### config.mk
export PLATFORM = sky130hd
export DESIGN_NAME = sspc_sync_ctrl
export DESIGN_NICKNAME = d
export VERILOG_FILES = /design/src/rtl/sspc_pkg.sv /design/src/rtl/sspc_sync_ctrl.sv
export SDC_FILE = /design/constraint.sdc
export NUM_CORES = 1
export LEC_CHECK = 0
export BUFFER_PORTS_ARGS = -buffer_cell sky130_fd_sc_hd__buf_4
export CAP_MARGIN = 0
export CORE_MARGIN = 5
export CORE_UTILIZATION = 60
export DETAILED_ROUTE_END_ITERATION = 8
export GPL_TIMING_DRIVEN = 0
export PLACE_DENSITY = 0.8
export SLEW_MARGIN = 20
export SYNTH_ARGS = -nofsm -noshare
export SYNTH_HDL_FRONTEND = slang
export SYNTH_SLANG_ARGS = --single-unit
export TNS_END_PERCENT = 20
### constraint.sdc
create_clock -name CLK -period 3.62 [get_ports CLK]
set_input_delay 0.362 -clock CLK [delete_from_list [all_inputs] [get_ports CLK]]
set_output_delay 0.362 -clock CLK [all_outputs]
set_load 0.02 [all_outputs]
### src/rtl/sspc_pkg.sv
// Package with register map, field positions, reset values and timing for the sync control block.
package sspc_pkg;

  //////////////////////////////////////////////////////////////////////////////
  // Register indices; the byte address is four times the index.
  localparam logic [5:0] SSPC_IDX_HSEL = 6'h12;
  localparam logic [5:0] SSPC_IDX_HWID = 6'h13;
  localparam logic [5:0] SSPC_IDX_VSEL = 6'h14;
  localparam logic [5:0] SSPC_IDX_VWID = 6'h15;
  localparam logic [5:0] SSPC_IDX_LEAD = 6'h16;
  localparam logic [5:0] SSPC_IDX_TRAIL = 6'h17;
  localparam logic [5:0] SSPC_IDX_HOLD = 6'h18;
  localparam logic [5:0] SSPC_IDX_STAT = 6'h3f;

  //////////////////////////////////////////////////////////////////////////////
  // Values after reset.
  localparam logic [7:0] SSPC_RST_HSEL = 8'h18;
  localparam logic [7:0] SSPC_RST_HWID = 8'h20;
  localparam logic [7:0] SSPC_RST_VSEL = 8'h18;
  localparam logic [7:0] SSPC_RST_VWID = 8'h0a;
  localparam logic [7:0] SSPC_RST_LEAD = 8'h00;
  localparam logic [7:0] SSPC_RST_TRAIL = 8'h00;
  localparam logic [7:0] SSPC_RST_HOLD = 8'h20;

  //////////////////////////////////////////////////////////////////////////////
  // Field positions.
  localparam int SSPC_B_SRC_OVR = 7;
  localparam int SSPC_B_SRC_SEL = 6;
  localparam int SSPC_B_POL_OVR = 5;
  localparam int SSPC_B_POL_USR = 4;
  localparam int SSPC_B_OUT_POL = 3;
  localparam int SSPC_B_VS_FILT = 2;
  localparam int SSPC_B_VS_WEN = 1;
  localparam int SSPC_B_HOLD_SRC = 7;
  localparam int SSPC_B_HOLD_POVR = 6;
  localparam int SSPC_B_HOLD_PUSR = 5;

  //////////////////////////////////////////////////////////////////////////////
  // Timing and bus answers.
  localparam int SSPC_CLK_PERIOD_NS = 20;
  localparam int SSPC_ACT_TIMEOUT_NS = 200_000;
  localparam int SSPC_ACT_CYCLES = SSPC_ACT_TIMEOUT_NS / SSPC_CLK_PERIOD_NS;
  localparam logic [1:0] SSPC_RESP_OKAY = 2'h0;
  localparam logic [1:0] SSPC_RESP_SLVERR = 2'h2;

  typedef enum logic [3:0] {
    SSPC_HOLD_IDLE = 4'h1,
    SSPC_HOLD_LEAD = 4'h2,
    SSPC_HOLD_VS = 4'h4,
    SSPC_HOLD_TRAIL = 4'h8
  } sspc_hold_t;

endpackage

### src/rtl/sspc_sync_ctrl.sv
// Sync source, polarity, width and PLL hold window control with an AXI4-Lite register slave.
`timescale 1ns/1ps
`default_nettype none

module sspc_sync_ctrl
  import sspc_pkg::*;
#(
  parameter int ACT_CYCLES = SSPC_ACT_CYCLES,
  parameter int CNT_W = 16
) (
  input wire logic CLK,
  input wire logic RST,
  input wire logic [7:0] S_AXI_AWADDR,
  input wire logic S_AXI_AWVALID,
  output logic S_AXI_AWREADY,
  input wire logic [31:0] S_AXI_WDATA,
  input wire logic [3:0] S_AXI_WSTRB,
  input wire logic S_AXI_WVALID,
  output logic S_AXI_WREADY,
  output logic [1:0] S_AXI_BRESP,
  output logic S_AXI_BVALID,
  input wire logic S_AXI_BREADY,
  input wire logic [7:0] S_AXI_ARADDR,
  input wire logic S_AXI_ARVALID,
  output logic S_AXI_ARREADY,
  output logic [31:0] S_AXI_RDATA,
  output logic [1:0] S_AXI_RRESP,
  output logic S_AXI_RVALID,
  input wire logic S_AXI_RREADY,
  input wire logic HSYNC_PIN,
  input wire logic GREEN_EMBEDDED_SYNC,
  input wire logic VSYNC_PIN,
  input wire logic SEP_VSYNC,
  input wire logic HOLD_PIN,
  input wire logic PLL_FB_TICK,
  output logic HSYNC_OUT,
  output logic VSYNC_OUT,
  output logic HOLD_OUT,
  output logic PHASE_UPDATE_EN
);

  //////////////////////////////////////////////////////////////////////////////
  // State of the block.
  typedef struct packed {
    logic [3:0] s1;
    logic [3:0] s2;
    logic [3:0] s3;
    logic [3:0] filt;
    logic [1:0][CNT_W-1:0] act_cnt;
    logic [1:0] act;
    logic [2:0][7:0] pol_cnt;
    logic [7:0] r_hsel;
    logic [7:0] r_hwid;
    logic [7:0] r_vsel;
    logic [7:0] r_vwid;
    logic [7:0] r_lead;
    logic [7:0] r_trail;
    logic [7:0] r_hold;
    logic hs_prev;
    logic vs_filt;
    logic vs_prev;
    logic hs_on;
    logic vs_stretch;
    logic [7:0] hcnt;
    logic [7:0] vs_len;
    logic [7:0] trail_cnt;
    logic [11:0] line_cnt;
    logic [11:0] frame_lines;
    sspc_hold_t hold_st;
    logic aw_v;
    logic w_v;
    logic w_ok;
    logic [5:0] aw_idx;
    logic [7:0] w_dat;
    logic awready;
    logic wready;
    logic bvalid;
    logic [1:0] bresp;
    logic arready;
    logic rvalid;
    logic [1:0] rresp;
    logic [7:0] rdata;
    logic hs_out;
    logic vs_out;
    logic hold_out;
    logic phase_en;
  } sspc_state_t;

  sspc_state_t st_r;
  sspc_state_t st_nxt;

  logic [3:0] chg;
  logic [2:0] raws;
  logic [2:0] det_high;
  logic sel_green;
  logic sel_sep;
  logic hs_pol;
  logic vs_pol;
  logic hold_pol;
  logic hs_n;
  logic vs_n;
  logic hs_rise;
  logic vs_rise;
  logic vs_fall;
  logic vs_eff;
  logic lead_hit;
  logic hold_int;
  logic hold_ext;
  logic hold_sel;
  logic [7:0] status;

  //////////////////////////////////////////////////////////////////////////////
  // Next-state logic.
  always_comb begin
    st_nxt = st_r;
    // The hsync, green, vsync and hold pins pass three flops; a level counts once stages two and three agree.
    st_nxt.s1 = {HOLD_PIN, VSYNC_PIN, GREEN_EMBEDDED_SYNC, HSYNC_PIN};
    st_nxt.s2 = st_r.s1;
    st_nxt.s3 = st_r.s2;
    for (int i = 0; i < 4; i++) begin
      chg[i] = (st_r.s2[i] == st_r.s3[i]) && (st_r.s3[i] != st_r.filt[i]);
      if (chg[i]) begin
        st_nxt.filt[i] = st_r.s3[i];
      end
    end
    // Activity of the hsync pin and the green sync: any edge within the timeout.
    for (int i = 0; i < 2; i++) begin
      if (chg[i]) begin
        st_nxt.act_cnt[i] = CNT_W'(ACT_CYCLES);
        st_nxt.act[i] = 1'b1;
      end else if (st_r.act_cnt[i] != '0) begin
        st_nxt.act_cnt[i] = st_r.act_cnt[i] - 1'b1;
      end else begin
        st_nxt.act[i] = 1'b0;
      end
    end
    // Hsync source: automatic, or the select bit under override or with both active.
    if (st_r.r_hsel[SSPC_B_SRC_OVR] || (&st_r.act)) begin
      sel_green = st_r.r_hsel[SSPC_B_SRC_SEL];
    end else begin
      sel_green = st_r.act[1] && !st_r.act[0];
    end
    // Vsync source: automatic follows the hsync choice, else the select bit.
    if (st_r.r_vsel[SSPC_B_SRC_OVR]) begin
      sel_sep = st_r.r_vsel[SSPC_B_SRC_SEL];
    end else begin
      sel_sep = sel_green;
    end
    raws[0] = sel_green ? st_r.filt[1] : st_r.filt[0];
    raws[1] = sel_sep ? SEP_VSYNC : st_r.filt[2];
    raws[2] = st_r.filt[3];
    // Polarity detectors: a signal that is mostly high is taken as active low.
    for (int i = 0; i < 3; i++) begin
      if (raws[i] && st_r.pol_cnt[i] != 8'hff) begin
        st_nxt.pol_cnt[i] = st_r.pol_cnt[i] + 8'h01;
      end else if (!raws[i] && st_r.pol_cnt[i] != 8'h00) begin
        st_nxt.pol_cnt[i] = st_r.pol_cnt[i] - 8'h01;
      end
      det_high[i] = !st_r.pol_cnt[i][7];
    end
    hs_pol = st_r.r_hsel[SSPC_B_POL_OVR] ? st_r.r_hsel[SSPC_B_POL_USR] : det_high[0];
    vs_pol = st_r.r_vsel[SSPC_B_POL_OVR] ? st_r.r_vsel[SSPC_B_POL_USR] : det_high[1];
    hold_pol = st_r.r_hold[SSPC_B_HOLD_POVR] ? st_r.r_hold[SSPC_B_HOLD_PUSR] : det_high[2];
    hs_n = raws[0] ~^ hs_pol;
    vs_n = raws[1] ~^ vs_pol;
    hs_rise = hs_n && !st_r.hs_prev;
    st_nxt.hs_prev = hs_n;
    // Vsync filter moves vsync only on hsync leading edges.
    if (!st_r.r_vsel[SSPC_B_VS_FILT] || hs_rise) begin
      st_nxt.vs_filt = vs_n;
    end
    st_nxt.vs_prev = st_r.vs_filt;
    vs_rise = st_r.vs_filt && !st_r.vs_prev;
    vs_fall = !st_r.vs_filt && st_r.vs_prev;
    // Vsync width in hsync periods from the filtered leading edge.
    if (vs_rise && st_r.r_vsel[SSPC_B_VS_WEN] && st_r.r_vwid != 8'h00) begin
      st_nxt.vs_stretch = 1'b1;
      st_nxt.vs_len = st_r.r_vwid;
    end else if (st_r.vs_stretch && st_r.vs_len == 8'h00) begin
      st_nxt.vs_stretch = 1'b0;
    end else if (st_r.vs_stretch && hs_rise) begin
      st_nxt.vs_len = st_r.vs_len - 8'h01;
    end
    vs_eff = st_r.r_vsel[SSPC_B_VS_WEN] ? st_r.vs_stretch : st_r.vs_filt;
    st_nxt.vs_out = vs_eff ~^ st_r.r_vsel[SSPC_B_OUT_POL];
    // Hsync output pulse, started by the feedback tick and timed in pixel clocks.
    if (PLL_FB_TICK && st_r.r_hwid != 8'h00) begin
      st_nxt.hs_on = 1'b1;
      st_nxt.hcnt = st_r.r_hwid;
    end else if (st_r.hs_on) begin
      if (st_r.hcnt == 8'h01) begin
        st_nxt.hs_on = 1'b0;
      end
      st_nxt.hcnt = st_r.hcnt - 8'h01;
    end
    st_nxt.hs_out = st_r.hs_on ~^ st_r.r_hsel[SSPC_B_OUT_POL];
    // Lines per frame, used to place the window ahead of vsync.
    if (vs_rise) begin
      st_nxt.frame_lines = st_r.line_cnt;
      st_nxt.line_cnt = 12'h000;
    end else if (hs_rise && st_r.line_cnt != 12'hfff) begin
      st_nxt.line_cnt = st_r.line_cnt + 12'h001;
    end
    lead_hit = (st_r.r_lead != 8'h00) && (st_r.frame_lines > {4'h0, st_r.r_lead})
      && (({1'b0, st_r.line_cnt} + {5'h00, st_r.r_lead}) >= {1'b0, st_r.frame_lines});
    // Internal hold window sequence.
    case (st_r.hold_st)
      SSPC_HOLD_IDLE: begin
        if (vs_rise) begin
          st_nxt.hold_st = SSPC_HOLD_VS;
        end else if (lead_hit) begin
          st_nxt.hold_st = SSPC_HOLD_LEAD;
        end
      end
      SSPC_HOLD_LEAD: begin
        if (vs_rise) begin
          st_nxt.hold_st = SSPC_HOLD_VS;
        end
      end
      SSPC_HOLD_VS: begin
        if (vs_fall && st_r.r_trail != 8'h00) begin
          st_nxt.hold_st = SSPC_HOLD_TRAIL;
          st_nxt.trail_cnt = st_r.r_trail;
        end else if (vs_fall) begin
          st_nxt.hold_st = SSPC_HOLD_IDLE;
        end
      end
      SSPC_HOLD_TRAIL: begin
        if (vs_rise) begin
          st_nxt.hold_st = SSPC_HOLD_VS;
        end else if (st_r.trail_cnt == 8'h00) begin
          st_nxt.hold_st = SSPC_HOLD_IDLE;
        end else if (hs_rise) begin
          st_nxt.trail_cnt = st_r.trail_cnt - 8'h01;
        end
      end
      default: begin
        st_nxt.hold_st = SSPC_HOLD_IDLE;
      end
    endcase
    hold_int = st_r.hold_st != SSPC_HOLD_IDLE;
    hold_ext = raws[2] ~^ hold_pol;
    hold_sel = st_r.r_hold[SSPC_B_HOLD_SRC] ? hold_ext : hold_int;
    st_nxt.hold_out = hold_sel;
    st_nxt.phase_en = !hold_sel;
    status = {hold_pol, st_r.hold_out, det_high[1], det_high[0], sel_sep, sel_green, st_r.act};
    // Write channel: address and data are taken in either order.
    if (S_AXI_AWVALID && st_r.awready) begin
      st_nxt.aw_v = 1'b1;
      st_nxt.aw_idx = S_AXI_AWADDR[7:2];
    end
    if (S_AXI_WVALID && st_r.wready) begin
      st_nxt.w_v = 1'b1;
      st_nxt.w_dat = S_AXI_WDATA[7:0];
      st_nxt.w_ok = S_AXI_WSTRB[0];
    end
    if (st_r.aw_v && st_r.w_v && !st_r.bvalid) begin
      st_nxt.aw_v = 1'b0;
      st_nxt.w_v = 1'b0;
      st_nxt.bvalid = 1'b1;
      st_nxt.bresp = SSPC_RESP_OKAY;
      case (st_r.aw_idx)
        SSPC_IDX_HSEL: if (st_r.w_ok) st_nxt.r_hsel = st_r.w_dat;
        SSPC_IDX_HWID: if (st_r.w_ok) st_nxt.r_hwid = st_r.w_dat;
        SSPC_IDX_VSEL: if (st_r.w_ok) st_nxt.r_vsel = st_r.w_dat;
        SSPC_IDX_VWID: if (st_r.w_ok) st_nxt.r_vwid = st_r.w_dat;
        SSPC_IDX_LEAD: if (st_r.w_ok) st_nxt.r_lead = st_r.w_dat;
        SSPC_IDX_TRAIL: if (st_r.w_ok) st_nxt.r_trail = st_r.w_dat;
        SSPC_IDX_HOLD: if (st_r.w_ok) st_nxt.r_hold = st_r.w_dat;
        default: st_nxt.bresp = SSPC_RESP_SLVERR;
      endcase
    end else if (st_r.bvalid && S_AXI_BREADY) begin
      st_nxt.bvalid = 1'b0;
    end
    st_nxt.awready = !st_nxt.aw_v && !st_nxt.bvalid;
    st_nxt.wready = !st_nxt.w_v && !st_nxt.bvalid;
    // Read channel: data is captured in the cycle the address is taken.
    if (S_AXI_ARVALID && st_r.arready) begin
      st_nxt.rvalid = 1'b1;
      st_nxt.rresp = SSPC_RESP_OKAY;
      case (S_AXI_ARADDR[7:2])
        SSPC_IDX_HSEL: st_nxt.rdata = st_r.r_hsel;
        SSPC_IDX_HWID: st_nxt.rdata = st_r.r_hwid;
        SSPC_IDX_VSEL: st_nxt.rdata = st_r.r_vsel;
        SSPC_IDX_VWID: st_nxt.rdata = st_r.r_vwid;
        SSPC_IDX_LEAD: st_nxt.rdata = st_r.r_lead;
        SSPC_IDX_TRAIL: st_nxt.rdata = st_r.r_trail;
        SSPC_IDX_HOLD: st_nxt.rdata = st_r.r_hold;
        SSPC_IDX_STAT: st_nxt.rdata = status;
        default: begin
          st_nxt.rdata = 8'h00;
          st_nxt.rresp = SSPC_RESP_SLVERR;
        end
      endcase
    end else if (st_r.rvalid && S_AXI_RREADY) begin
      st_nxt.rvalid = 1'b0;
    end
    st_nxt.arready = !st_nxt.rvalid;
  end

  //////////////////////////////////////////////////////////////////////////////
  // State register.
  always_ff @(posedge CLK) begin
    if (RST) begin
      st_r <= '0;
      st_r.r_hsel <= SSPC_RST_HSEL;
      st_r.r_hwid <= SSPC_RST_HWID;
      st_r.r_vsel <= SSPC_RST_VSEL;
      st_r.r_vwid <= SSPC_RST_VWID;
      st_r.r_lead <= SSPC_RST_LEAD;
      st_r.r_trail <= SSPC_RST_TRAIL;
      st_r.r_hold <= SSPC_RST_HOLD;
      st_r.hold_st <= SSPC_HOLD_IDLE;
    end else begin
      st_r <= st_nxt;
    end
  end

  assign S_AXI_AWREADY = st_r.awready;
  assign S_AXI_WREADY = st_r.wready;
  assign S_AXI_BVALID = st_r.bvalid;
  assign S_AXI_BRESP = st_r.bresp;
  assign S_AXI_ARREADY = st_r.arready;
  assign S_AXI_RVALID = st_r.rvalid;
  assign S_AXI_RRESP = st_r.rresp;
  assign S_AXI_RDATA = {24'h00_0000, st_r.rdata};
  assign HSYNC_OUT = st_r.hs_out;
  assign VSYNC_OUT = st_r.vs_out;
  assign HOLD_OUT = st_r.hold_out;
  assign PHASE_UPDATE_EN = st_r.phase_en;
endmodule // sspc_sync_ctrl

`default_nettype wire

==> Yosys cells after proc, flatten, opt, wreduce, memory -nomap -nowiden <==
Cells that the tools add are included.
{ "op_classes": {"n_lt_le_gt_ge": 2, "bitwise": 5, "mux": 56, "addsub": 13, "n_reduce_logical": 87, "eq_ne": 44} }
{ "ops": {"columns": ["op", "n"], "rows": [
  ["8-bit two-way mux", 15],
  ["6-bit by 5-bit equality test with 1-bit output (second input constant)", 14],
  ["8-bit case mux with 8 select lines", 1],
  ["14-bit two-way mux", 4],
  ["8-bit nonzero test", 7],
  ["8-bit by 1-bit subtractor with 8-bit output (second input constant)", 6],
  ["1-bit logical AND", 32],
  ["16-bit nonzero test", 2],
  ["16-bit by 1-bit subtractor with 16-bit output (second input constant)", 2],
  ["4-bit two-way mux", 7],
  ["8-bit by 1-bit adder with 8-bit output (second input constant)", 3],
  ["8-bit inequality test (second input constant)", 3],
  ["1-bit two-way mux", 23],
  ["3-bit AND reduction", 7],
  ["2-bit nonzero test", 9],
  ["1-bit logical NOT", 17],
  ["8-bit logical NOT", 2],
  ["2-bit inequality test (second input constant)", 8],
  ["4-bit case mux with 4 select lines", 1],
  ["8-bit case mux with 2 select lines", 1],
  ["12-bit by 8-bit adder with 13-bit output", 1],
  ["13-bit by 12-bit greater-or-equal comparator with 1-bit output", 1],
  ["12-bit by 1-bit adder with 12-bit output (second input constant)", 1],
  ["12-bit by 8-bit > comparator with 1-bit output", 1],
  ["other kinds (20)", 39]
]} }
{ "word_totals": {"ff_bits": 225} }

==> Longest topological paths before layout <==
Gate-level depths: netlist (run 1).
{ "depth": {"depth_word": 10, "ltp_mapped": 15, "depth_no_buf": 15} }

==> Worst setup path before layout (run 1) <==
No wires, ideal clock.
{ "synth_path": {"kind": "register -> register", "startpoint": "reg st_r[150] (netlist bit)", "endpoint": "reg st_r[166] (netlist bit)", "stages_incl_launch_ff": 12, "setup_slack_ns": 0.475, "n_path_buf": 0, "synth_period_minus_slack_ns": 3.145, "setup_ns": 0.121, "t_required_ns": 3.499, "arrival_ns": 3.025, "path_cell_list": "dfxtp_1 o21ba_4 o31ai_1 mux2i_1 o21bai_1 ha_1 a21oi_1 o211ai_1 nor4_1 o211ai_1 o31ai_1 mux2_2"} }
{ "synth_via": {"elab_chain_cells": 7} }
{ "synth_rtl": {"columns": ["element", "line", "rtl"], "rows": [
  ["start: declaration", "sspc_sync_ctrl.sv:89", "sspc_state_t st_r;"],
  ["start signal: assignment", "sspc_sync_ctrl.sv:315", "st_r <= st_nxt;"],
  ["1-bit logical OR (*)", "sspc_sync_ctrl.sv:138", "if (st_r.r_hsel[SSPC_B_SRC_OVR] || (&st_r.act)) begin"],
  ["1-bit two-way mux (*)", "sspc_sync_ctrl.sv:138", null],
  ["1-bit two-way mux (*)", "sspc_sync_ctrl.sv:144", "if (st_r.r_vsel[SSPC_B_SRC_OVR]) begin"],
  ["1-bit two-way mux (*)", "sspc_sync_ctrl.sv:150", "raws[1] = sel_sep ? SEP_VSYNC : st_r.filt[2];"],
  ["1-bit logical NOT", "sspc_sync_ctrl.sv:156", "end else if (!raws[i] && st_r.pol_cnt[i] != 8'h00) begin"],
  ["1-bit logical AND", "sspc_sync_ctrl.sv:156", null],
  ["2-bit nonzero test (no line)", null, null]
]} }
Mark *: on every way between the ends. The rest lies on a longest branch, timed or not.
A chain may end at the register's enable or synchronous reset.

==> Worst setup path after layout (run 1) <==
Same ends and word-level chain as after synthesis.

==> flow_summary.toml, run 1 <==
[status]
run_status = "finished, final reports clean"

[route]
routedWlPerCell_um = 17.60
detailedRoute.firstIterationViolations = 999
drt_pre_antenna_iters = 8
drt-total-wl_mm = 31.93
dr_total_vias = 10809
route.detailed.drc = 0
final_antenna_net_count = 0
route.detailed.vias_per_inst = 5.959

[clock_tree]
tritoncts.num_buffers = 24
clock_tree.root_cell = "sky130_fd_sc_hd__clkbuf_16"
cts_hold_repair.buffers = 0
cts.clk_slew.worst_paths_ps = 60
ctsHtreeMaxLevel = 1
tritoncts = "yes"
clkLatencyLatePin_ps = 520
cts_num_sinks = 223
clockBufferDepth = 3
post-cts-setup-buffer-count = 0

[yosys]
ys_seq_area_share_pct = 37.46
yosysWarnings = 0
async_flop_share_pct = 0
register_bit_total_from_synthesis = 223
yosysUniqueCellTypes = 84
cell_count_after_synthesis = 1432
cell_area_after_technology_mapping_sq_mm = 0.01192
mean_area_per_synthesized_cell_sq_um = 8.322
yosys_most_used_dff = "sky130_fd_sc_hd__dfxtp_1"
synth-edff-count = 0

[global_routing]
grt_start_max_net_pins = 14
grt_first_pass_wirelength_mm = 51.74
initial_antenna_violation_count = 0
grt-ovfl-total = 0
first_global_vias = 10302
grt_use_total_pct = 27.90

[placed_design]
dpl.hpwl_mm = 23.01
placement.setup.worst_slack_ps = -260.0
detailed_place.area_sq_mm = 0.01274
gpl_wtd_cong = 0.9780
placed_cells = 1773
buffer_ports.inserted = 51

[timing]
worst_slack_ps = 242.9
clock_skew_ps = 15.58
grt_setup_unrepaired = "false"
timing.final.crit_share_pct = 93.29
max_slew.worst_pin.slew_ps = 936.8
max_clock_freq_mhz = 296.1
slew_violations = 0
slew-limit-headroom_pct = 37.20
setup_viol = 0
final_period_minus_worst_setup_slack_ps = 3377
final-hold-violation-count = 0

[worst_setup_path]
rrSetupSlack_ps = 240
critical_path.max_fanout = 8
critical_path.endpoint_type = "flip-flop"
setup.worst_path.class = "flip-flop to flip-flop"
launching_element_type_of_the_critical_path = "flip-flop"
required_time_at_the_worst_slack_endpoint_ps = 4020
worst_ep_arrival_time_ps = 3780

[power_and_ir_drop]
power.static_leakage_nw = 5.290
power_density_mw_per_mm2 = 595.6
vdd_ir_drop_max_mv = 0.4332

[final_layout]
antennaDiodeCount = 0
share_of_post_route_cells_with_drive_strength_above_1_pct = 11.23
synthToLayoutAreaGrowth_pct = 14.00
final_net_count = 1657
fillCellCount = 1586
finish.cell_count_without_fillers = 1814
final_design_area_no_fill_sq_mm = 0.01358

[job]
timing.max_cap.violations = 0

[floorplanning]
std_cell_rows = 51
die-area_sq_mm = 0.02278
initial_core_util_pct = 61.03
ios = 110
die-height_um = 150.9
chipWidth_um = 150.9
fp.coreArea_sq_mm = 0.01953

[min_path]
hold_path.class = "input pin to flip-flop"
-- kinds of logic after synthesis --
| logic type | Yosys count | share of synthesized area, % |
|---|---|---|
| mux | 35 | 3.076 |
| buf+inv | 151 | 6.331 |
| fa+ha+maj | 58 | 6.342 |
| xor+xnor | 60 | 4.410 |
| compound gates | 338 | 19.06 |
| flops | 223 | 37.46 |
| simple gates | 566 | 23.29 |
| other cells | 1 | 0.03147 |
-- registers in the layout (all words and copies together), names as in the netlist --
name	cells
S_AXI_BVALID	1
S_AXI_RDATA	8
raws	1
HOLD_OUT	1
S_AXI_RVALID	1
S_AXI_ARREADY	1
st_nxt	9
st_r	194
S_AXI_WREADY	1
S_AXI_AWREADY	1
S_AXI_BRESP	1
HSYNC_OUT	1
VSYNC_OUT	1
S_AXI_RRESP	1
PHASE_UPDATE_EN	1
-- layout make-up --
| class | instances | area, sq um | share of cell area (%) |
|---|---|---|---|
| clock inverters | 8 | 115.1 | 0.8474 |
| clock buffers | 33 | 695.7 | 5.121 |
| plain buffers | 99 | 559.3 | 4.117 |
| inverters | 52 | 195.2 | 1.437 |
| multi-input cells | 1083 | 6840 | 50.35 |
| flip-flops and latches | 223 | 4464 | 32.86 |
| well taps | 265 | 331.6 | 2.441 |
| repair buffers | 51 | 382.9 | 2.818 |
-- final timing paths --
| kind | cells past startpoint | startpoint | end |
|---|---|---|---|
| setup / recovery | 11 | st_r[150]$_SDFFE_PP0P_ | st_r[166]$_SDFFE_PP0P_ |
| hold / removal | 2 | GREEN_EMBEDDED_SYNC | st_nxt[218]$_SDFF_PP0_ |
| setup reg to reg | 11 | st_r[150]$_SDFFE_PP0P_ | st_r[166]$_SDFFE_PP0P_ |
| hold reg to reg | 1 | st_nxt[217]$_SDFF_PP0_ | st_nxt[213]$_SDFF_PP0_ |
-- Yosys cell counts, types with 5 or more instances --
cell type / n / area (sq um)
sky130_fd_sc_hd__dfxtp_1: 223 / 4464
sky130_fd_sc_hd__nand2_1: 203 / 762.0
sky130_fd_sc_hd__a21oi_1: 141 / 705.7
sky130_fd_sc_hd__nor2_1: 123 / 461.7
sky130_fd_sc_hd__ha_1: 54 / 675.7
sky130_fd_sc_hd__clkbuf_1: 52 / 195.2
sky130_fd_sc_hd__inv_1: 52 / 195.2
sky130_fd_sc_hd__nor3_1: 44 / 220.2
sky130_fd_sc_hd__xnor2_1: 40 / 350.3
sky130_fd_sc_hd__buf_4: 38 / 285.3
sky130_fd_sc_hd__o21ai_0: 37 / 185.2
sky130_fd_sc_hd__mux2i_1: 31 / 310.3
sky130_fd_sc_hd__nand2b_1: 28 / 175.2
sky130_fd_sc_hd__nand3_1: 28 / 140.1
sky130_fd_sc_hd__nor2b_1: 28 / 175.2
sky130_fd_sc_hd__nor4_1: 24 / 150.1
sky130_fd_sc_hd__xor2_1: 20 / 175.2
sky130_fd_sc_hd__a211oi_1: 19 / 142.6
sky130_fd_sc_hd__a22o_1: 15 / 131.4
sky130_fd_sc_hd__or4_1: 14 / 105.1
sky130_fd_sc_hd__o21a_1: 13 / 97.59
sky130_fd_sc_hd__o211ai_1: 11 / 82.58
sky130_fd_sc_hd__a222oi_1: 10 / 100.1
sky130_fd_sc_hd__a31oi_1: 9 / 56.30
sky130_fd_sc_hd__o31ai_1: 9 / 67.56
sky130_fd_sc_hd__or3_1: 9 / 56.30
sky130_fd_sc_hd__a21o_1: 8 / 60.06
sky130_fd_sc_hd__nor3b_1: 8 / 60.06
sky130_fd_sc_hd__and2_1: 7 / 43.79
sky130_fd_sc_hd__nand3b_1: 7 / 52.55
sky130_fd_sc_hd__nand4_1: 7 / 43.79
sky130_fd_sc_hd__a211o_1: 6 / 52.55
sky130_fd_sc_hd__o21bai_1: 6 / 45.04
sky130_fd_sc_hd__a21boi_0: 5 / 37.54
sky130_fd_sc_hd__a22oi_1: 5 / 37.54
sky130_fd_sc_hd__and3_1: 5 / 31.28
sky130_fd_sc_hd__o2111ai_1: 5 / 43.79
-- cell usage in the layout, fill, tap and decap left out, types with 28 or more instances in the layout --
master and n:
sky130_fd_sc_hd__a21oi_1 141, sky130_fd_sc_hd__buf_4 89, sky130_fd_sc_hd__clkbuf_1 56, sky130_fd_sc_hd__dfxtp_1 223, sky130_fd_sc_hd__ha_1 54, sky130_fd_sc_hd__inv_1 52, sky130_fd_sc_hd__mux2i_1 30, sky130_fd_sc_hd__nand2_1 203
sky130_fd_sc_hd__nand2b_1 28, sky130_fd_sc_hd__nand3_1 28, sky130_fd_sc_hd__nor2_1 123, sky130_fd_sc_hd__nor2b_1 28, sky130_fd_sc_hd__nor3_1 44, sky130_fd_sc_hd__o21ai_0 36, sky130_fd_sc_hd__xnor2_1 40
-- per-layer routing --
layer,global-route usage [%],wire [um]
met3,5.356,2812
met1,36.54,13350
met5,0,0
met2,46.04,14570
met4,10.02,1193
-- worst max-delay path: stages (launching register included) --
cell	delay [ps]
sky130_fd_sc_hd__dfxtp_1	350
sky130_fd_sc_hd__o21ba_4	280
sky130_fd_sc_hd__o31ai_4	350
sky130_fd_sc_hd__mux2i_4	390
sky130_fd_sc_hd__o21bai_2	280
sky130_fd_sc_hd__ha_1	310
sky130_fd_sc_hd__a21oi_1	200
sky130_fd_sc_hd__o211ai_1	160
sky130_fd_sc_hd__nor4_1	320
sky130_fd_sc_hd__o211ai_1	150
sky130_fd_sc_hd__o31ai_1	100
sky130_fd_sc_hd__mux2_2	370
-- through the flow --
step / util (%) / power [mW] / TNS [ps] / hold WS [ps]
2_1_floorplan: - / 5.028 / 0 / 413.8
3_3_place_gp: 65.17 / 5.475 / -226.3 / 418.5
3_5_place_dp: 65.23 / 5.557 / -260.0 / 425.3
4_1_cts: 69.45 / 8.093 / 0 / 55.26
5_1_grt: 69.57 / 8.609 / 0 / 60.45
6_report: 69.57 / 8.091 / 0 / 61.00
-- repair_timing --
action                     CTS  global route
gates resized for setup      3             2
pin swaps                    0             0
setup endpoints to repair    1             1
-- power by group --
part | switching, mW | internal [mW] | total, mW
registers | 0.317 | 2.78 | 3.09
logic | 1.38 | 1.09 | 2.46
clock network | 0.987 | 1.55 | 2.53
No activity file was read; power rests on OpenSTA's default activity.
==> run 2, diff against run 1 <==
- BUFFER_PORTS_ARGS: -buffer_cell sky130_fd_sc_hd__buf_4 -> unset
- CORE_UTILIZATION: 60 -> 58
- DONT_BUFFER_PORTS: unset -> 1
- PLACE_DENSITY: 0.8 -> 0.76
- clock period: 3.62 -> 3.1 ns (I/O delays scaled with it)
==> flow_summary.toml, run 2 (synthesis gave the netlist of run 1 again) <==
[status]
run_status = "finished, final reports clean"

[worst_setup_path]
setup.worst_path.class = "flip-flop to flip-flop"
worst_ep_arrival_time_ps = 3410
timing.reg2reg.worst_path_depth = 12
r2r-start = "st_r[150]$_SDFFE_PP0P_"
launching_element_type_of_the_critical_path = "flip-flop"
critical_path.max_fanout = 6
required_time_at_the_worst_slack_endpoint_ps = 3510
critical_path.endpoint_type = "flip-flop"
rrSetupSlack_ps = 100
regToRegEndpoint = "st_r[166]$_SDFFE_PP0P_"

[route]
detailedRoute.firstIterationViolations = 1120
final_antenna_net_count = 0
routedWlPerCell_um = 17.49
drt_pre_antenna_iters = 5
route.detailed.vias_per_inst = 5.913
dr_total_vias = 10632
route.detailed.drc = 0
drt-total-wl_mm = 31.45

[clock_tree]
clkLatencyLatePin_ps = 530
clockBufferDepth = 3
cts_num_sinks = 223
cts.clk_slew.worst_paths_ps = 60
tritoncts = "yes"
clock_tree.root_cell = "sky130_fd_sc_hd__clkbuf_16"
ctsHtreeMaxLevel = 1
tritoncts.num_buffers = 24

[timing]
max_clock_freq_mhz = 333.5
final_period_minus_worst_setup_slack_ps = 2998
slew_violations = 0
max_slew.worst_pin.slew_ps = 991.1
slew-limit-headroom_pct = 33.56
final-hold-violation-count = 0
worst_hold_slack_ps = 12.71
setup_viol = 0
clock_skew_ps = 24.60
timing.final.crit_share_pct = 96.71
grt_setup_unrepaired = "true"

[final_layout]
layout_common_cells = "sky130_fd_sc_hd__dfxtp_1, sky130_fd_sc_hd__nand2_1, sky130_fd_sc_hd__a21oi_1"
synthToLayoutAreaGrowth_pct = 13.64
area.sequential_sq_mm = 0.004471
register_containing_the_most_flip_flops_in_the_final_layout = "st_r"
most_common_library_cell_in_the_layout_ignoring_fill_and_taps = "sky130_fd_sc_hd__dfxtp_1"
antennaDiodeCount = 0
largest_reg_flops = 194
share_of_post_route_cells_with_drive_strength_above_1_pct = 9.555
fillCellCount = 1690
postLayoutCoreUtil_pct = 66.92
multi_input_comb_area_sq_mm = 0.006903
final_net_count = 1633

[min_path]
hold_path.startpoint = "S_AXI_BREADY"
hold_path.class = "input pin to flip-flop"
holdPathStages = 3
hold_end = "S_AXI_BVALID$_SDFF_PP0_"

[job]
timing.max_cap.violations = 0

[power_and_ir_drop]
p_int_mw = 6.281
power.static_leakage_nw = 5.182
vdd_ir_drop_max_mv = 0.4734
power.share.sequential_pct = 38.5
switching_share_pct = 33.32
p_total_mw = 9.420
netsw_mw = 3.139
power_density_mw_per_mm2 = 695.6
comb_power_share_pct = 30.1
clkPwrFrac_pct = 31.4

[floorplanning]
initial_core_util_pct = 58.89
std_cell_rows = 52
ios = 110
die-height_um = 153.3
fp.coreArea_sq_mm = 0.02023
chipWidth_um = 153.3
die-area_sq_mm = 0.02351

[global_routing]
initial_antenna_violation_count = 0
grt-ovfl-total = 0
grt_start_max_net_pins = 14
first_global_vias = 9771
grt_first_pass_wirelength_mm = 49.76
grt_use_total_pct = 25.37

[placed_design]
buffer_ports.inserted = 0
gpl_wtd_cong = 0.9619
dpl.hpwl_mm = 22.63
## run 2: cell types whose count changed in the layout (fill, tap and decap cells not counted), sizes merged
cell / change
buf: -45
clkinv: +1
clkinvlp: +2
dlygate4sd3: +21
## run 2: cell type report
type | instances | area share [%]
buffer | 99 | 4.130
clock buffer | 33 | 4.980
clock inverter | 11 | 1.081
inverter | 52 | 1.441
multi-input combinational | 1083 | 50.97
sequential | 223 | 33.01
tap | 270 | 2.495
timing repair buffer | 27 | 1.885
## run 2: how the worst max path moves through the flow
stage / start / end / slack, ps / cells past startpoint
finish: st_r[150]$_SDFFE_PP0P_ / st_r[166]$_SDFFE_PP0P_ / 100 / 12
CTS: st_r[55]$_SDFFE_PP0P_ / st_r[39]$_SDFFE_PP0P_ / 6 / 13
detailed placement: st_r[150]$_SDFFE_PP0P_ / st_r[166]$_SDFFE_PP0P_ / -710 / 11
global route: st_r[57]$_SDFFE_PP0P_ / st_r[39]$_SDFFE_PP0P_ / -40 / 11
global placement: st_r[150]$_SDFFE_PP0P_ / st_r[166]$_SDFFE_PP0P_ / -580 / 11
floorplan: st_r[150]$_SDFFE_PP0P_ / st_r[166]$_SDFFE_PP0P_ / 50 / 11
## run 2: layer usage
layer	vias up	wire length, um	track usage (%)
li1	5186	-	-
met2	412	14120	41.38
met4	0	1166	8.495
met1	4955	13490	33.79
met3	79	2674	5.146
met5	-	0	0
## run 2: critical path: stages (launching register included)
cell	delay (ps)
sky130_fd_sc_hd__dfxtp_2	350
sky130_fd_sc_hd__o21ba_4	260
sky130_fd_sc_hd__o31ai_4	300
sky130_fd_sc_hd__mux2i_2	290
sky130_fd_sc_hd__o21bai_4	190
sky130_fd_sc_hd__buf_4	140
sky130_fd_sc_hd__ha_1	260
sky130_fd_sc_hd__nand3_1	90
sky130_fd_sc_hd__o211ai_1	130
sky130_fd_sc_hd__nor4_2	300
sky130_fd_sc_hd__o211ai_1	120
sky130_fd_sc_hd__o31ai_1	80
sky130_fd_sc_hd__mux2_2	360
## run 2: through the flow
stage / setup WS [ps] / TNS, ps / cell area (sq um) / cells
after global routing: -35.20 / -64.18 / 13540 / 1798
after CTS: 6.491 / 0 / 13460 / 1794
after global placement: -582.6 / -1312 / 12350 / 1727
after floorplan: 49.06 / 0 / 12010 / 1457
after detailed placement: -705.7 / -1441 / 12370 / 1727
final: 101.9 / 0 / 13540 / 1798
## run 2: timing repair
item | CTS | global route
setup endpoints to repair | 9 | 7
hold buffers | 21 | 0
pin swaps | 0 | 3
setup buffers | 2 | 4
endpoints found under the hold margin | 22 | 0
resized for setup | 9 | 12
## run 2: power groups by stage
stage | clock network, mW | logic [mW] | registers (mW)
floorplan | 0 | 2.29 | 3.59
global placement | 0 | 2.66 | 3.66
detailed placement | 0 | 2.74 | 3.67
CTS | 2.97 | 2.80 | 3.62
global route | 3.08 | 3.20 | 3.68
finish | 2.96 | 2.83 | 3.63
